==> src/hw/arp_pkg.sv <==
/*
 * arp_pkg: shared constants and types of the converter result post-processing block.
 * assumes: one 10 MHz clock, registers reached over a plain strobe port with 32-bit words.
 */
package arp_pkg;

    // ------------------------------------------------------------
    // widths
    // ------------------------------------------------------------
    localparam int ADDR_W = 8;
    localparam int DATA_W = 32;
    localparam int RAW_W = 12;
    localparam int ACC_W = 22;
    localparam int RES_W = 16;
    localparam int FIFO_DEPTH = 8;
    localparam int SEL_W = 4;
    localparam int ADJ_W = 3;
    localparam int SHIFT_W = 4;
    localparam int CNT_W = 11;
    localparam int TRIM_W = 12;
    localparam int GAIN_FRAC = 11;
    localparam int FLAG_W = 2;

    // ------------------------------------------------------------
    // register offsets (byte addresses)
    // ------------------------------------------------------------
    localparam logic [7:0] OFS_AVG = 8'h00;
    localparam logic [7:0] OFS_CTRL2 = 8'h04;
    localparam logic [7:0] OFS_WIN = 8'h08;
    localparam logic [7:0] OFS_LOWER = 8'h0C;
    localparam logic [7:0] OFS_UPPER = 8'h10;
    localparam logic [7:0] OFS_OFFSET = 8'h14;
    localparam logic [7:0] OFS_GAIN = 8'h18;
    localparam logic [7:0] OFS_FLAGS = 8'h1C;
    localparam logic [7:0] OFS_RESULT = 8'h20;
    localparam logic [7:0] OFS_STATUS = 8'h24;

    // ------------------------------------------------------------
    // field positions
    // ------------------------------------------------------------
    localparam int AVG_SEL_LSB = 0;
    localparam int AVG_ADJ_LSB = 4;
    localparam int CTL_DIFF_BIT = 0;
    localparam int CTL_CORR_BIT = 1;
    localparam int CTL_RES_LSB = 4;
    localparam int FLG_READY_BIT = 0;
    localparam int FLG_WIN_BIT = 1;
    localparam int STS_LEVEL_LSB = 0;
    localparam int STS_BUSY_BIT = 8;

    // ------------------------------------------------------------
    // reset values and limits
    // ------------------------------------------------------------
    localparam logic [TRIM_W-1:0] GAIN_RST = 12'h800;
    localparam logic [SEL_W-1:0] SEL_MAX = 4'hA;
    localparam logic [SEL_W-1:0] AUTO_SHIFT_BASE = 4'h4;
    localparam logic [RES_W-1:0] MAX_16 = 16'hFFFF;
    localparam logic [RES_W-1:0] MAX_12 = 16'h0FFF;

    // ------------------------------------------------------------
    // types
    // ------------------------------------------------------------
    typedef enum logic [1:0] {
        RES_12 = 2'h0,
        RES_16 = 2'h1,
        RES_10 = 2'h2,
        RES_8 = 2'h3
    } arp_res_t;

    typedef enum logic [2:0] {
        WIN_OFF = 3'h0,
        WIN_ABOVE = 3'h1,
        WIN_BELOW = 3'h2,
        WIN_INSIDE = 3'h3,
        WIN_OUTSIDE = 3'h4
    } arp_win_t;

    typedef enum logic {
        ST_COLLECT = 1'b0,
        ST_HOLD = 1'b1
    } arp_state_t;

endpackage : arp_pkg

==> src/hw/arp_core.sv <==
/*
 * arp_core: accumulation, decimation shift, offset/gain trim, resolution cut and
 * window monitor for raw converter samples, with a register port and result FIFO.
 * assumes: samples come from logic on the same clock; software reads a result
 * word to pop it; reads answer one cycle after the strobe.
 */
module arp_core
    import arp_pkg::*;
#(
    parameter int FIFO_WORDS = FIFO_DEPTH
) (
    // clock and reset
    input wire logic i_ref_clk,
    input wire logic i_srst,
    // register port
    input wire logic [ADDR_W-1:0] i_reg_addr,
    input wire logic [DATA_W-1:0] i_reg_wdata,
    input wire logic i_reg_wr,
    input wire logic i_reg_rd,
    output logic [DATA_W-1:0] o_reg_rdata,
    // raw sample stream
    input wire logic i_sample_valid,
    input wire logic [RAW_W-1:0] i_sample_data,
    output logic o_sample_ready,
    // status
    output logic o_window_match_flag,
    output logic o_result_ready_flag
);

    // ------------------------------------------------------------
    // helpers
    // ------------------------------------------------------------
    // mask of the significant bits at a resolution
    function automatic logic [RES_W-1:0] res_mask(input arp_res_t r);
        case (r)
            RES_16: res_mask = 16'hFFFF;
            RES_10: res_mask = 16'h03FF;
            RES_8: res_mask = 16'h00FF;
            default: res_mask = 16'h0FFF;
        endcase
    endfunction : res_mask

    // value at a resolution, extended to a signed compare width
    function automatic logic signed [RES_W:0] res_extend(input logic [RES_W-1:0] v,
            input arp_res_t r, input logic diff);
        logic [RES_W:0] m;
        logic [RES_W:0] x;
        m = {1'b0, res_mask(r)};
        x = {1'b0, v} & m;
        // sign bit sits at the top of the width
        if (diff && ((x & ~(m >> 1)) != '0)) begin
            x = x | ~m;
        end
        res_extend = signed'(x);
    endfunction : res_extend

    // ------------------------------------------------------------
    // registers
    // ------------------------------------------------------------
    logic [SEL_W-1:0] sample_count_select_q;
    logic [ADJ_W-1:0] adjust_shift_q;
    logic differential_q;
    logic correction_on_q;
    arp_res_t resolution_select_q;
    arp_win_t window_compare_select_q;
    logic [RES_W-1:0] lower_threshold_q;
    logic [RES_W-1:0] upper_threshold_q;
    logic [TRIM_W-1:0] offset_trim_value_q;
    logic [TRIM_W-1:0] gain_trim_value_q;
    logic [FLAG_W-1:0] interrupt_flags_q;
    logic [DATA_W-1:0] rdata_q;

    logic wr_avg;
    logic wr_flags;
    logic pop;

    assign wr_avg = i_reg_wr && (i_reg_addr == OFS_AVG);
    assign wr_flags = i_reg_wr && (i_reg_addr == OFS_FLAGS);

    always_ff @(posedge i_ref_clk) begin
        if (i_srst) begin
            sample_count_select_q <= '0;
            adjust_shift_q <= '0;
            differential_q <= 1'b0;
            correction_on_q <= 1'b0;
            resolution_select_q <= RES_12;
            window_compare_select_q <= WIN_OFF;
            lower_threshold_q <= '0;
            upper_threshold_q <= '0;
            offset_trim_value_q <= '0;
            gain_trim_value_q <= GAIN_RST;
        end else if (i_reg_wr) begin
            case (i_reg_addr)
                OFS_AVG: begin
                    // software picks the count and adjust pair
                    sample_count_select_q <= i_reg_wdata[AVG_SEL_LSB +: SEL_W];
                    adjust_shift_q <= i_reg_wdata[AVG_ADJ_LSB +: ADJ_W];
                end
                OFS_CTRL2: begin
                    differential_q <= i_reg_wdata[CTL_DIFF_BIT];
                    correction_on_q <= i_reg_wdata[CTL_CORR_BIT];
                    resolution_select_q <= arp_res_t'(i_reg_wdata[CTL_RES_LSB +: 2]);
                end
                OFS_WIN: window_compare_select_q <= arp_win_t'(i_reg_wdata[2:0]);
                OFS_LOWER: lower_threshold_q <= i_reg_wdata[RES_W-1:0];
                OFS_UPPER: upper_threshold_q <= i_reg_wdata[RES_W-1:0];
                OFS_OFFSET: offset_trim_value_q <= i_reg_wdata[TRIM_W-1:0];
                OFS_GAIN: gain_trim_value_q <= i_reg_wdata[TRIM_W-1:0];
                default: begin
                end
            endcase
        end
    end

    // ------------------------------------------------------------
    // accumulation
    // ------------------------------------------------------------
    arp_state_t state_q;
    logic [ACC_W-1:0] acc_q;
    logic [CNT_W-1:0] cnt_q;
    logic [CNT_W-1:0] cnt_last;
    logic [SHIFT_W-1:0] auto_shift;
    logic [SHIFT_W-1:0] total_shift;
    logic [ACC_W-1:0] sum;
    logic take;
    logic done;

    // 2^sel samples, so sel = 2n gives 4^n; reserved codes take one
    assign cnt_last = (sample_count_select_q > SEL_MAX) ? '0
                      : CNT_W'((1 << sample_count_select_q) - 1);
    // automatic shift grows past sixteen samples, e.g. 512 gives 5
    assign auto_shift = (sample_count_select_q > AUTO_SHIFT_BASE &&
                         sample_count_select_q <= SEL_MAX)
                        ? sample_count_select_q - AUTO_SHIFT_BASE : '0;
    // total shift adds the adjust field
    assign total_shift = auto_shift + SHIFT_W'(adjust_shift_q);

    assign o_sample_ready = (state_q == ST_COLLECT);
    assign take = i_sample_valid && o_sample_ready;
    assign sum = acc_q + ACC_W'(i_sample_data);
    assign done = take && (cnt_q == cnt_last);

    // a new count setting restarts the running sum so no mixed batch escapes
    always_ff @(posedge i_ref_clk) begin
        if (i_srst || wr_avg) begin
            acc_q <= '0;
            cnt_q <= '0;
        end else if (done) begin
            acc_q <= '0;
            cnt_q <= '0;
        end else if (take) begin
            acc_q <= sum;
            cnt_q <= cnt_q + 1'b1;
        end
    end

    // ------------------------------------------------------------
    // decimation and correction
    // ------------------------------------------------------------
    logic [RES_W-1:0] avg_res;
    logic signed [RES_W+1:0] off_diff;
    logic signed [30:0] gain_prod;
    logic signed [30:0] gain_scaled;
    logic [RES_W-1:0] trimmed;
    logic [RES_W-1:0] limit;
    logic [RES_W-1:0] sat_res;
    logic [RES_W-1:0] final_res;

    assign avg_res = RES_W'(sum >> total_shift);
    assign limit = (resolution_select_q == RES_16) ? MAX_16 : MAX_12;

    assign off_diff = signed'({2'b00, avg_res})
                      - (RES_W + 2)'(signed'(offset_trim_value_q));
    // gain is a 1.11 factor on the offset-corrected value
    assign gain_prod = 31'(off_diff) * 31'(signed'({1'b0, gain_trim_value_q}));
    assign gain_scaled = gain_prod >>> GAIN_FRAC;

    always_comb begin
        trimmed = avg_res;
        // trim only while correction is on
        if (correction_on_q) begin
            if (gain_scaled < 0) begin
                trimmed = '0;
            end else if (gain_scaled > 31'(limit)) begin
                trimmed = limit;
            end else begin
                trimmed = RES_W'(gain_scaled);
            end
        end
        sat_res = (trimmed > limit) ? limit : trimmed;
        case (resolution_select_q)
            RES_10: final_res = sat_res >> 2;
            RES_8: final_res = sat_res >> 4;
            default: final_res = sat_res;
        endcase
    end

    // ------------------------------------------------------------
    // window monitor
    // ------------------------------------------------------------
    logic signed [RES_W:0] cmp_val;
    logic signed [RES_W:0] cmp_lo;
    logic signed [RES_W:0] cmp_hi;
    logic win_hit;

    // thresholds cut to the resolution width
    assign cmp_val = res_extend(final_res, resolution_select_q, differential_q);
    assign cmp_lo = res_extend(lower_threshold_q, resolution_select_q, differential_q);
    assign cmp_hi = res_extend(upper_threshold_q, resolution_select_q, differential_q);

    always_comb begin
        case (window_compare_select_q)
            WIN_ABOVE: win_hit = cmp_val > cmp_lo;
            WIN_BELOW: win_hit = cmp_val < cmp_hi;
            WIN_INSIDE: win_hit = (cmp_val > cmp_lo) && (cmp_val < cmp_hi);
            WIN_OUTSIDE: win_hit = (cmp_val < cmp_lo) || (cmp_val > cmp_hi);
            default: win_hit = 1'b0;
        endcase
    end

    // ------------------------------------------------------------
    // hold stage and result buffer
    // ------------------------------------------------------------
    logic [RES_W-1:0] hold_q;
    logic fifo_in_ready;
    logic fifo_out_valid;
    logic [RES_W-1:0] fifo_out_data;
    logic [$clog2(FIFO_WORDS):0] fifo_level;
    logic push;
    logic win_set;

    assign push = (state_q == ST_HOLD) && fifo_in_ready;
    assign win_set = done && win_hit;

    // a full buffer keeps the finished word here and stalls the sample source
    always_ff @(posedge i_ref_clk) begin
        if (i_srst) begin
            state_q <= ST_COLLECT;
        end else begin
            case (state_q)
                ST_COLLECT: state_q <= done ? ST_HOLD : ST_COLLECT;
                ST_HOLD: state_q <= push ? ST_COLLECT : ST_HOLD;
                default: state_q <= ST_COLLECT;
            endcase
        end
    end

    always_ff @(posedge i_ref_clk) begin
        if (i_srst) begin
            hold_q <= '0;
        end else if (done) begin
            hold_q <= final_res;
        end
    end

    arp_fifo #(
        .WIDTH(RES_W),
        .DEPTH(FIFO_WORDS)
    ) u_fifo (
        .i_ref_clk(i_ref_clk),
        .i_srst(i_srst),
        .i_in_valid(state_q == ST_HOLD),
        .i_in_data(hold_q),
        .o_in_ready(fifo_in_ready),
        .o_out_valid(fifo_out_valid),
        .o_out_data(fifo_out_data),
        .i_out_ready(pop),
        .o_level(fifo_level)
    );

    // ------------------------------------------------------------
    // flags
    // ------------------------------------------------------------
    // set wins over a write-one clear in the same cycle
    always_ff @(posedge i_ref_clk) begin
        if (i_srst) begin
            interrupt_flags_q <= '0;
        end else begin
            interrupt_flags_q[FLG_WIN_BIT] <= win_set || (interrupt_flags_q[FLG_WIN_BIT]
                && !(wr_flags && i_reg_wdata[FLG_WIN_BIT]));
            interrupt_flags_q[FLG_READY_BIT] <= push || (interrupt_flags_q[FLG_READY_BIT]
                && !(wr_flags && i_reg_wdata[FLG_READY_BIT]));
        end
    end

    assign o_window_match_flag = interrupt_flags_q[FLG_WIN_BIT];
    assign o_result_ready_flag = interrupt_flags_q[FLG_READY_BIT];

    // ------------------------------------------------------------
    // read port
    // ------------------------------------------------------------
    // popping on the strobe means a result word is consumed even if unused
    assign pop = i_reg_rd && (i_reg_addr == OFS_RESULT) && fifo_out_valid;

    always_ff @(posedge i_ref_clk) begin
        if (i_srst) begin
            rdata_q <= '0;
        end else if (i_reg_rd) begin
            rdata_q <= '0;
            case (i_reg_addr)
                OFS_AVG: begin
                    rdata_q[AVG_SEL_LSB +: SEL_W] <= sample_count_select_q;
                    rdata_q[AVG_ADJ_LSB +: ADJ_W] <= adjust_shift_q;
                end
                OFS_CTRL2: begin
                    rdata_q[CTL_DIFF_BIT] <= differential_q;
                    rdata_q[CTL_CORR_BIT] <= correction_on_q;
                    rdata_q[CTL_RES_LSB +: 2] <= resolution_select_q;
                end
                OFS_WIN: rdata_q[2:0] <= window_compare_select_q;
                OFS_LOWER: rdata_q[RES_W-1:0] <= lower_threshold_q;
                OFS_UPPER: rdata_q[RES_W-1:0] <= upper_threshold_q;
                OFS_OFFSET: rdata_q[TRIM_W-1:0] <= offset_trim_value_q;
                OFS_GAIN: rdata_q[TRIM_W-1:0] <= gain_trim_value_q;
                OFS_FLAGS: rdata_q[FLAG_W-1:0] <= interrupt_flags_q;
                OFS_RESULT: rdata_q[RES_W-1:0] <= fifo_out_valid ? fifo_out_data : '0;
                OFS_STATUS: begin
                    rdata_q[STS_LEVEL_LSB +: $clog2(FIFO_WORDS) + 1] <= fifo_level;
                    rdata_q[STS_BUSY_BIT] <= (cnt_q != '0) || (state_q == ST_HOLD);
                end
                default: begin
                end
            endcase
        end else begin
            rdata_q <= '0;
        end
    end

    assign o_reg_rdata = rdata_q;

endmodule : arp_core

==> src/hw/arp_fifo.sv <==
/*
 * arp_fifo: result buffer with valid/ready on both sides and registered head data.
 * assumes: single clock, synchronous active-high reset, depth a power of two.
 */
module arp_fifo #(
    parameter int WIDTH = 16,
    parameter int DEPTH = 8
) (
    // clock and reset
    input wire logic i_ref_clk,
    input wire logic i_srst,
    // fill side
    input wire logic i_in_valid,
    input wire logic [WIDTH-1:0] i_in_data,
    output logic o_in_ready,
    // drain side
    output logic o_out_valid,
    output logic [WIDTH-1:0] o_out_data,
    input wire logic i_out_ready,
    // fill level
    output logic [$clog2(DEPTH):0] o_level
);
    localparam int PW = $clog2(DEPTH);

    logic [WIDTH-1:0] mem_q [DEPTH];
    logic [PW-1:0] wr_ptr_q;
    logic [PW-1:0] rd_ptr_q;
    logic [PW-1:0] rd_ptr_d;
    logic [PW:0] count_q;
    logic [PW:0] count_d;
    logic do_wr;
    logic do_rd;

    assign o_in_ready = (count_q < (PW + 1)'(DEPTH));
    assign do_wr = i_in_valid && o_in_ready;
    assign do_rd = o_out_valid && i_out_ready;
    assign rd_ptr_d = do_rd ? rd_ptr_q + 1'b1 : rd_ptr_q;
    assign count_d = count_q + (PW + 1)'(do_wr) - (PW + 1)'(do_rd);
    assign o_level = count_q;

    always_ff @(posedge i_ref_clk) begin
        if (do_wr) begin
            mem_q[wr_ptr_q] <= i_in_data;
        end
    end

    always_ff @(posedge i_ref_clk) begin
        if (i_srst) begin
            wr_ptr_q <= '0;
            rd_ptr_q <= '0;
            count_q <= '0;
        end else begin
            wr_ptr_q <= do_wr ? wr_ptr_q + 1'b1 : wr_ptr_q;
            rd_ptr_q <= rd_ptr_d;
            count_q <= count_d;
        end
    end

    // head register; a write landing on the next head is forwarded
    always_ff @(posedge i_ref_clk) begin
        if (i_srst) begin
            o_out_valid <= 1'b0;
            o_out_data <= '0;
        end else begin
            o_out_valid <= (count_d != '0);
            o_out_data <= (do_wr && (wr_ptr_q == rd_ptr_d)) ? i_in_data : mem_q[rd_ptr_d];
        end
    end

endmodule : arp_fifo

==> config.mk <==
export PLATFORM = sky130hd
export DESIGN_NAME = arp_core
export DESIGN_NICKNAME = d
export VERILOG_FILES = /design/src/hw/arp_pkg.sv /design/src/hw/arp_core.sv /design/src/hw/arp_fifo.sv
export SDC_FILE = /design/constraint.sdc
export NUM_CORES = 1
export LEC_CHECK = 0
export BUFFER_PORTS_ARGS = -buffer_cell sky130_fd_sc_hd__buf_2
export CORE_MARGIN = 2
export CORE_UTILIZATION = 34
export DETAILED_ROUTE_END_ITERATION = 6
export RECOVER_POWER = 25
export SETUP_SLACK_MARGIN = 0.3
export SYNTH_ARGS = -nofsm -noshare
export SYNTH_HDL_FRONTEND = slang
export SYNTH_SLANG_ARGS = --single-unit
==> constraint.sdc <==
create_clock -name i_ref_clk -period 16.85 [get_ports i_ref_clk]
set_input_delay 2.5275 -clock i_ref_clk [delete_from_list [all_inputs] [get_ports i_ref_clk]]
set_output_delay 2.5275 -clock i_ref_clk [all_outputs]
set_load 0.005 [all_outputs]
==> results.json <==
{
  "drt.antenna.violating_nets": 0,
  "count_of_buffering_cells_on_the_critical_path_with_inverters_included": 24,
  "crit_cells": 77,
  "cts.htree.levels": 2,
  "timing.setup.critical_path_class": "in -> reg",
  "failed_checks": "design-rule violations",
  "sequential_area_share_after_synthesis_pct": 26.8,
  "power.share.sequential_pct": 30.2,
  "worstPathMaxFanout": 6,
  "max-clock-path-buffers": 3,
  "fin_worst_skew_ps": 23.6,
  "postCtsHoldBufs": 0,
  "critical_path_required_ps": 17350,
  "ff2ff_path_depth": 81,
  "ys_warn_count": 0,
  "p_sw_share_pct": 34.3,
  "commonest_cells_after_routing_fill_and_taps_aside": "392 x sky130_fd_sc_hd__buf_4, 361 x sky130_fd_sc_hd__nand2_1, 327 x sky130_fd_sc_hd__inv_1, 195 x sky130_fd_sc_hd__fa_1, 180 x sky130_fd_sc_hd__nor2_1",
  "p_sw_mw": 0.913,
  "cellPowerDensity_mw_per_mm2": 81.1,
  "clk_pin_slew_worst_paths_ps": 70,
  "ir_worst_vdd_uv": 63.5,
  "ff_latch_area_mm2": 0.00715,
  "cp-endpoint": "interrupt_flags_q[1]",
  "cts_tree": "done",
  "fin_setup_tns_ps": 0,
  "cp_delay_by_family_top": "compound AO/OA/AOI/OAI gates",
  "critical_path.endpoint_type": "flop",
  "core_area_mm2": 0.0775,
  "io-pin-count": 92,
  "number_of_synthesized_flops_with_an_enable_pin": 128,
  "clock.fmax_mhz": 61.8,
  "timing.final.crit_share_pct": 96.0,
  "layout-area-overhead-vs-synth_pct": 23.1,
  "worst_pin_slew_ps": 1170,
  "synth_seq_cells": 293,
  "floorplan.initialDensity_pct": 34.4,
  "dr_wl_cell_um": 18.1,
  "die_h_um": 284,
  "maxCapViolations": 0,
  "antenna_violations_before_repair": 9,
  "largest_stage_delay_on_the_critical_path_ps": 550,
  "synth_ff_type": "sky130_fd_sc_hd__dfxtp_1",
  "grt_pass1_vias": 22202,
  "total_gr_overflow": 0,
  "timing.final.max_slew_violations": 0,
  "synthDistinctLibCells": 111,
  "period_needed_ps": 16180,
  "post-layout-total-power_mw": 2.66,
  "data_arrival_time_of_the_critical_path_ps": 16670,
  "drt_wl_total_um": 78900,
  "vias": 22853,
  "layout-drive-gt1-share_pct": 23.9,
  "finalHoldViolations": 0,
  "route.detailed.vias_per_inst": 5.25,
  "report.final.setup_viol": 0,
  "critical_path.most_common_cell": "sky130_fd_sc_hd__buf_4",
  "multiInputGateArea_mm2": 0.0184,
  "hpwlAfterDp_um": 58600,
  "portBuffers": 59,
  "worstSkewPairLatency_ps": 560,
  "drc": 4,
  "cts_made_buffers": 34,
  "slew_headroom_pct": 22.2,
  "combinationalPowerShare_pct": 40.0,
  "floorplan.die_area_mm2": 0.0806,
  "p_leak_nw": 13.7,
  "drt_pass1_iterations": 7,
  "internal-power_mw": 1.75,
  "slowest_stage": "sky130_fd_sc_hd__mux4_2",
  "detailedRoute.firstIterationViolations": 1790,
  "holdCritPathClass": "reg -> reg",
  "async_flop_share_pct": 0,
  "global_route.usage.total_pct": 19.1,
  "critical_path.startpoint": "i_sample_data[0]",
  "reg2reg_slack_ps": 970,
  "run_status": "finished, violations left",
  "fp.dieW_um": 284,
  "netlist_area_mm2": 0.0266,
  "grt_setup_unrepaired": "yes",
  "layout.cells.most_common": "sky130_fd_sc_hd__buf_4",
  "num_rows": 102,
  "cts_root_buf": "sky130_fd_sc_hd__clkbuf_16",
  "post_synth.cell_area_avg_um2": 8.96,
  "worst_r2r_endpoint": "interrupt_flags_q[1]",
  "clock-sinks": 293,
  "power.clock.fraction_pct": 29.8,
  "fin_nets": 3700,
  "largest_net_degree_at_the_start_of_global_routing": 67,
  "layout.filler_cells": 7600,
  "wire_length_of_the_first_global_routing_pass_um": 125000,
  "regToRegStartpoint": "sample_count_select_q[2]",
  "worst_setup_path_start_kind": "input port",
  "gp_routability_congestion": 0.908,
  "syn-instance-count": 2974
}
==> routing by layer <==
layer | up-vias | wire [um] | track usage, %
met5 | - | 0 | 0
met4 | 0 | 1930 | 4.80
met3 | 131 | 3870 | 1.78
met2 | 623 | 38700 | 32.6
met1 | 11155 | 34400 | 26.0
li1 | 10944 | - | -
==> synth_stat cells (17+ instances only) <==
library cell	n	area (um2)
sky130_fd_sc_hd__nor2b_1	39	244
sky130_fd_sc_hd__or4_1	19	143
sky130_fd_sc_hd__mux4_2	37	833
sky130_fd_sc_hd__o211ai_1	23	173
sky130_fd_sc_hd__nor2_1	185	694
sky130_fd_sc_hd__inv_1	346	1300
sky130_fd_sc_hd__a211oi_1	31	233
sky130_fd_sc_hd__nor3_1	40	200
sky130_fd_sc_hd__xnor2_1	35	307
sky130_fd_sc_hd__a22oi_1	20	150
sky130_fd_sc_hd__a21oi_1	175	876
sky130_fd_sc_hd__nand2b_1	32	200
sky130_fd_sc_hd__and3_1	32	200
sky130_fd_sc_hd__o2111ai_1	20	175
sky130_fd_sc_hd__nand4_1	25	156
sky130_fd_sc_hd__dfxtp_1	165	3300
sky130_fd_sc_hd__nand3_1	74	370
sky130_fd_sc_hd__clkbuf_1	153	574
sky130_fd_sc_hd__a21o_1	25	188
sky130_fd_sc_hd__fa_1	201	4020
sky130_fd_sc_hd__buf_2	20	100
sky130_fd_sc_hd__ha_1	153	1910
sky130_fd_sc_hd__xor2_1	31	272
sky130_fd_sc_hd__mux2i_1	53	531
sky130_fd_sc_hd__edfxtp_1	128	3840
sky130_fd_sc_hd__o21a_1	32	240
sky130_fd_sc_hd__a221oi_1	17	149
sky130_fd_sc_hd__o21ai_0	63	315
sky130_fd_sc_hd__a31oi_1	34	213
sky130_fd_sc_hd__and2_1	80	500
sky130_fd_sc_hd__nand2_1	365	1370
sky130_fd_sc_hd__buf_4	18	135
sky130_fd_sc_hd__a21boi_0	17	128
==> registers in the layout, indices dropped and copies added (netlist names) <==
signal                   cells
upper_threshold_q           16
u_fifo.rd_ptr_q              3
u_fifo.o_level               4
u_fifo.mem_q               128
u_fifo.o_out_data           16
interrupt_flags_q            2
adjust_shift_q               3
u_fifo.wr_ptr_q              3
resolution_select_q          2
differential_q               1
sample_count_select_q        4
u_fifo.o_out_valid           1
hold_q                      16
cnt_q                       11
gain_trim_value_q           12
o_reg_rdata                 16
lower_threshold_q           16
window_compare_select_q      3
offset_trim_value_q         12
state_q                      1
acc_q                       22
correction_on_q              1
==> power groups by stage <==
stage	combinational, mW	clock (mW)	sequential, mW
2_1_floorplan	0.552	0	0.804
3_3_place_gp	0.927	0	0.817
3_5_place_dp	0.931	0	0.817
4_1_cts	0.959	0.806	0.802
5_1_grt	1.16	0.836	0.806
6_report	1.06	0.792	0.803
==> worst min path at each step <==
stage                     cells past startpoint                 start                   end  slack (ps)
after floorplan                               2              acc_q[0]              acc_q[0]         440
after global placement                        2              acc_q[0]              acc_q[0]         450
after detailed placement                      2              acc_q[0]              acc_q[0]         450
after CTS                                     2              acc_q[0]              acc_q[0]         460
after global routing                          2  upper_threshold_q[4]  upper_threshold_q[4]         500
final                                         2  lower_threshold_q[1]  lower_threshold_q[1]         470
==> worst reg2reg max path: cells and delay by family, from the launching register on <==
kind | cells | cell delay [ps]
mux | 2 | 660
simple gates | 12 | 1900
xor+xnor | 1 | 140
flops | 1 | 330
compound gates | 27 | 4970
fa+ha+maj | 13 | 4720
buf+inv | 26 | 3110
==> stage by stage <==
stage | worst slack [ps] | utilization (%) | cell area, um2 | cells | hold slack, ps
detailed placement | -725 | 39.1 | 30300 | 4242 | 451
finish | 674 | 42.3 | 32800 | 4356 | 472
global route | 87.0 | 42.3 | 32800 | 4354 | 497
CTS | 301 | 40.9 | 31700 | 4321 | 458
global placement | -685 | 39.1 | 30300 | 4242 | 446
floorplan | 307 | - | 26800 | 2989 | 440
==> cell families (layout without fill, tap and decap cells) <==
kind of cell    Yosys count  in the layout  share of synthesized area (%)
compound gates          624            624                           16.8
xor+xnor                 68             68                           2.31
fa+ha+maj               354            354                           22.3
buf+inv                 548            872                           8.13
flops                   293            293                           26.8
mux                     107            107                           5.84
other cells               1             19                         0.0141
simple gates            979            979                           17.8
==> cell type report <==
cell class / count / area share, %
clock buffers: 43 / 2.79
clock inverters: 17 / 0.832
inverters: 349 / 4.00
diodes: 3 / 0.0229
flip-flops and latches: 293 / 21.8
multi-input cells: 2148 / 56.1
well taps: 1040 / 3.97
repair buffers: 463 / 10.4
==> timing repair <==
action / in CTS / in global routing
setup endpoints to repair: 1 / 1
resized for setup: 22 / 180
pin swaps: 11 / 131
cloned: 0 / 1
buffers inserted: 19 / 31
Note: power is estimated with default switching activity, not from simulation.
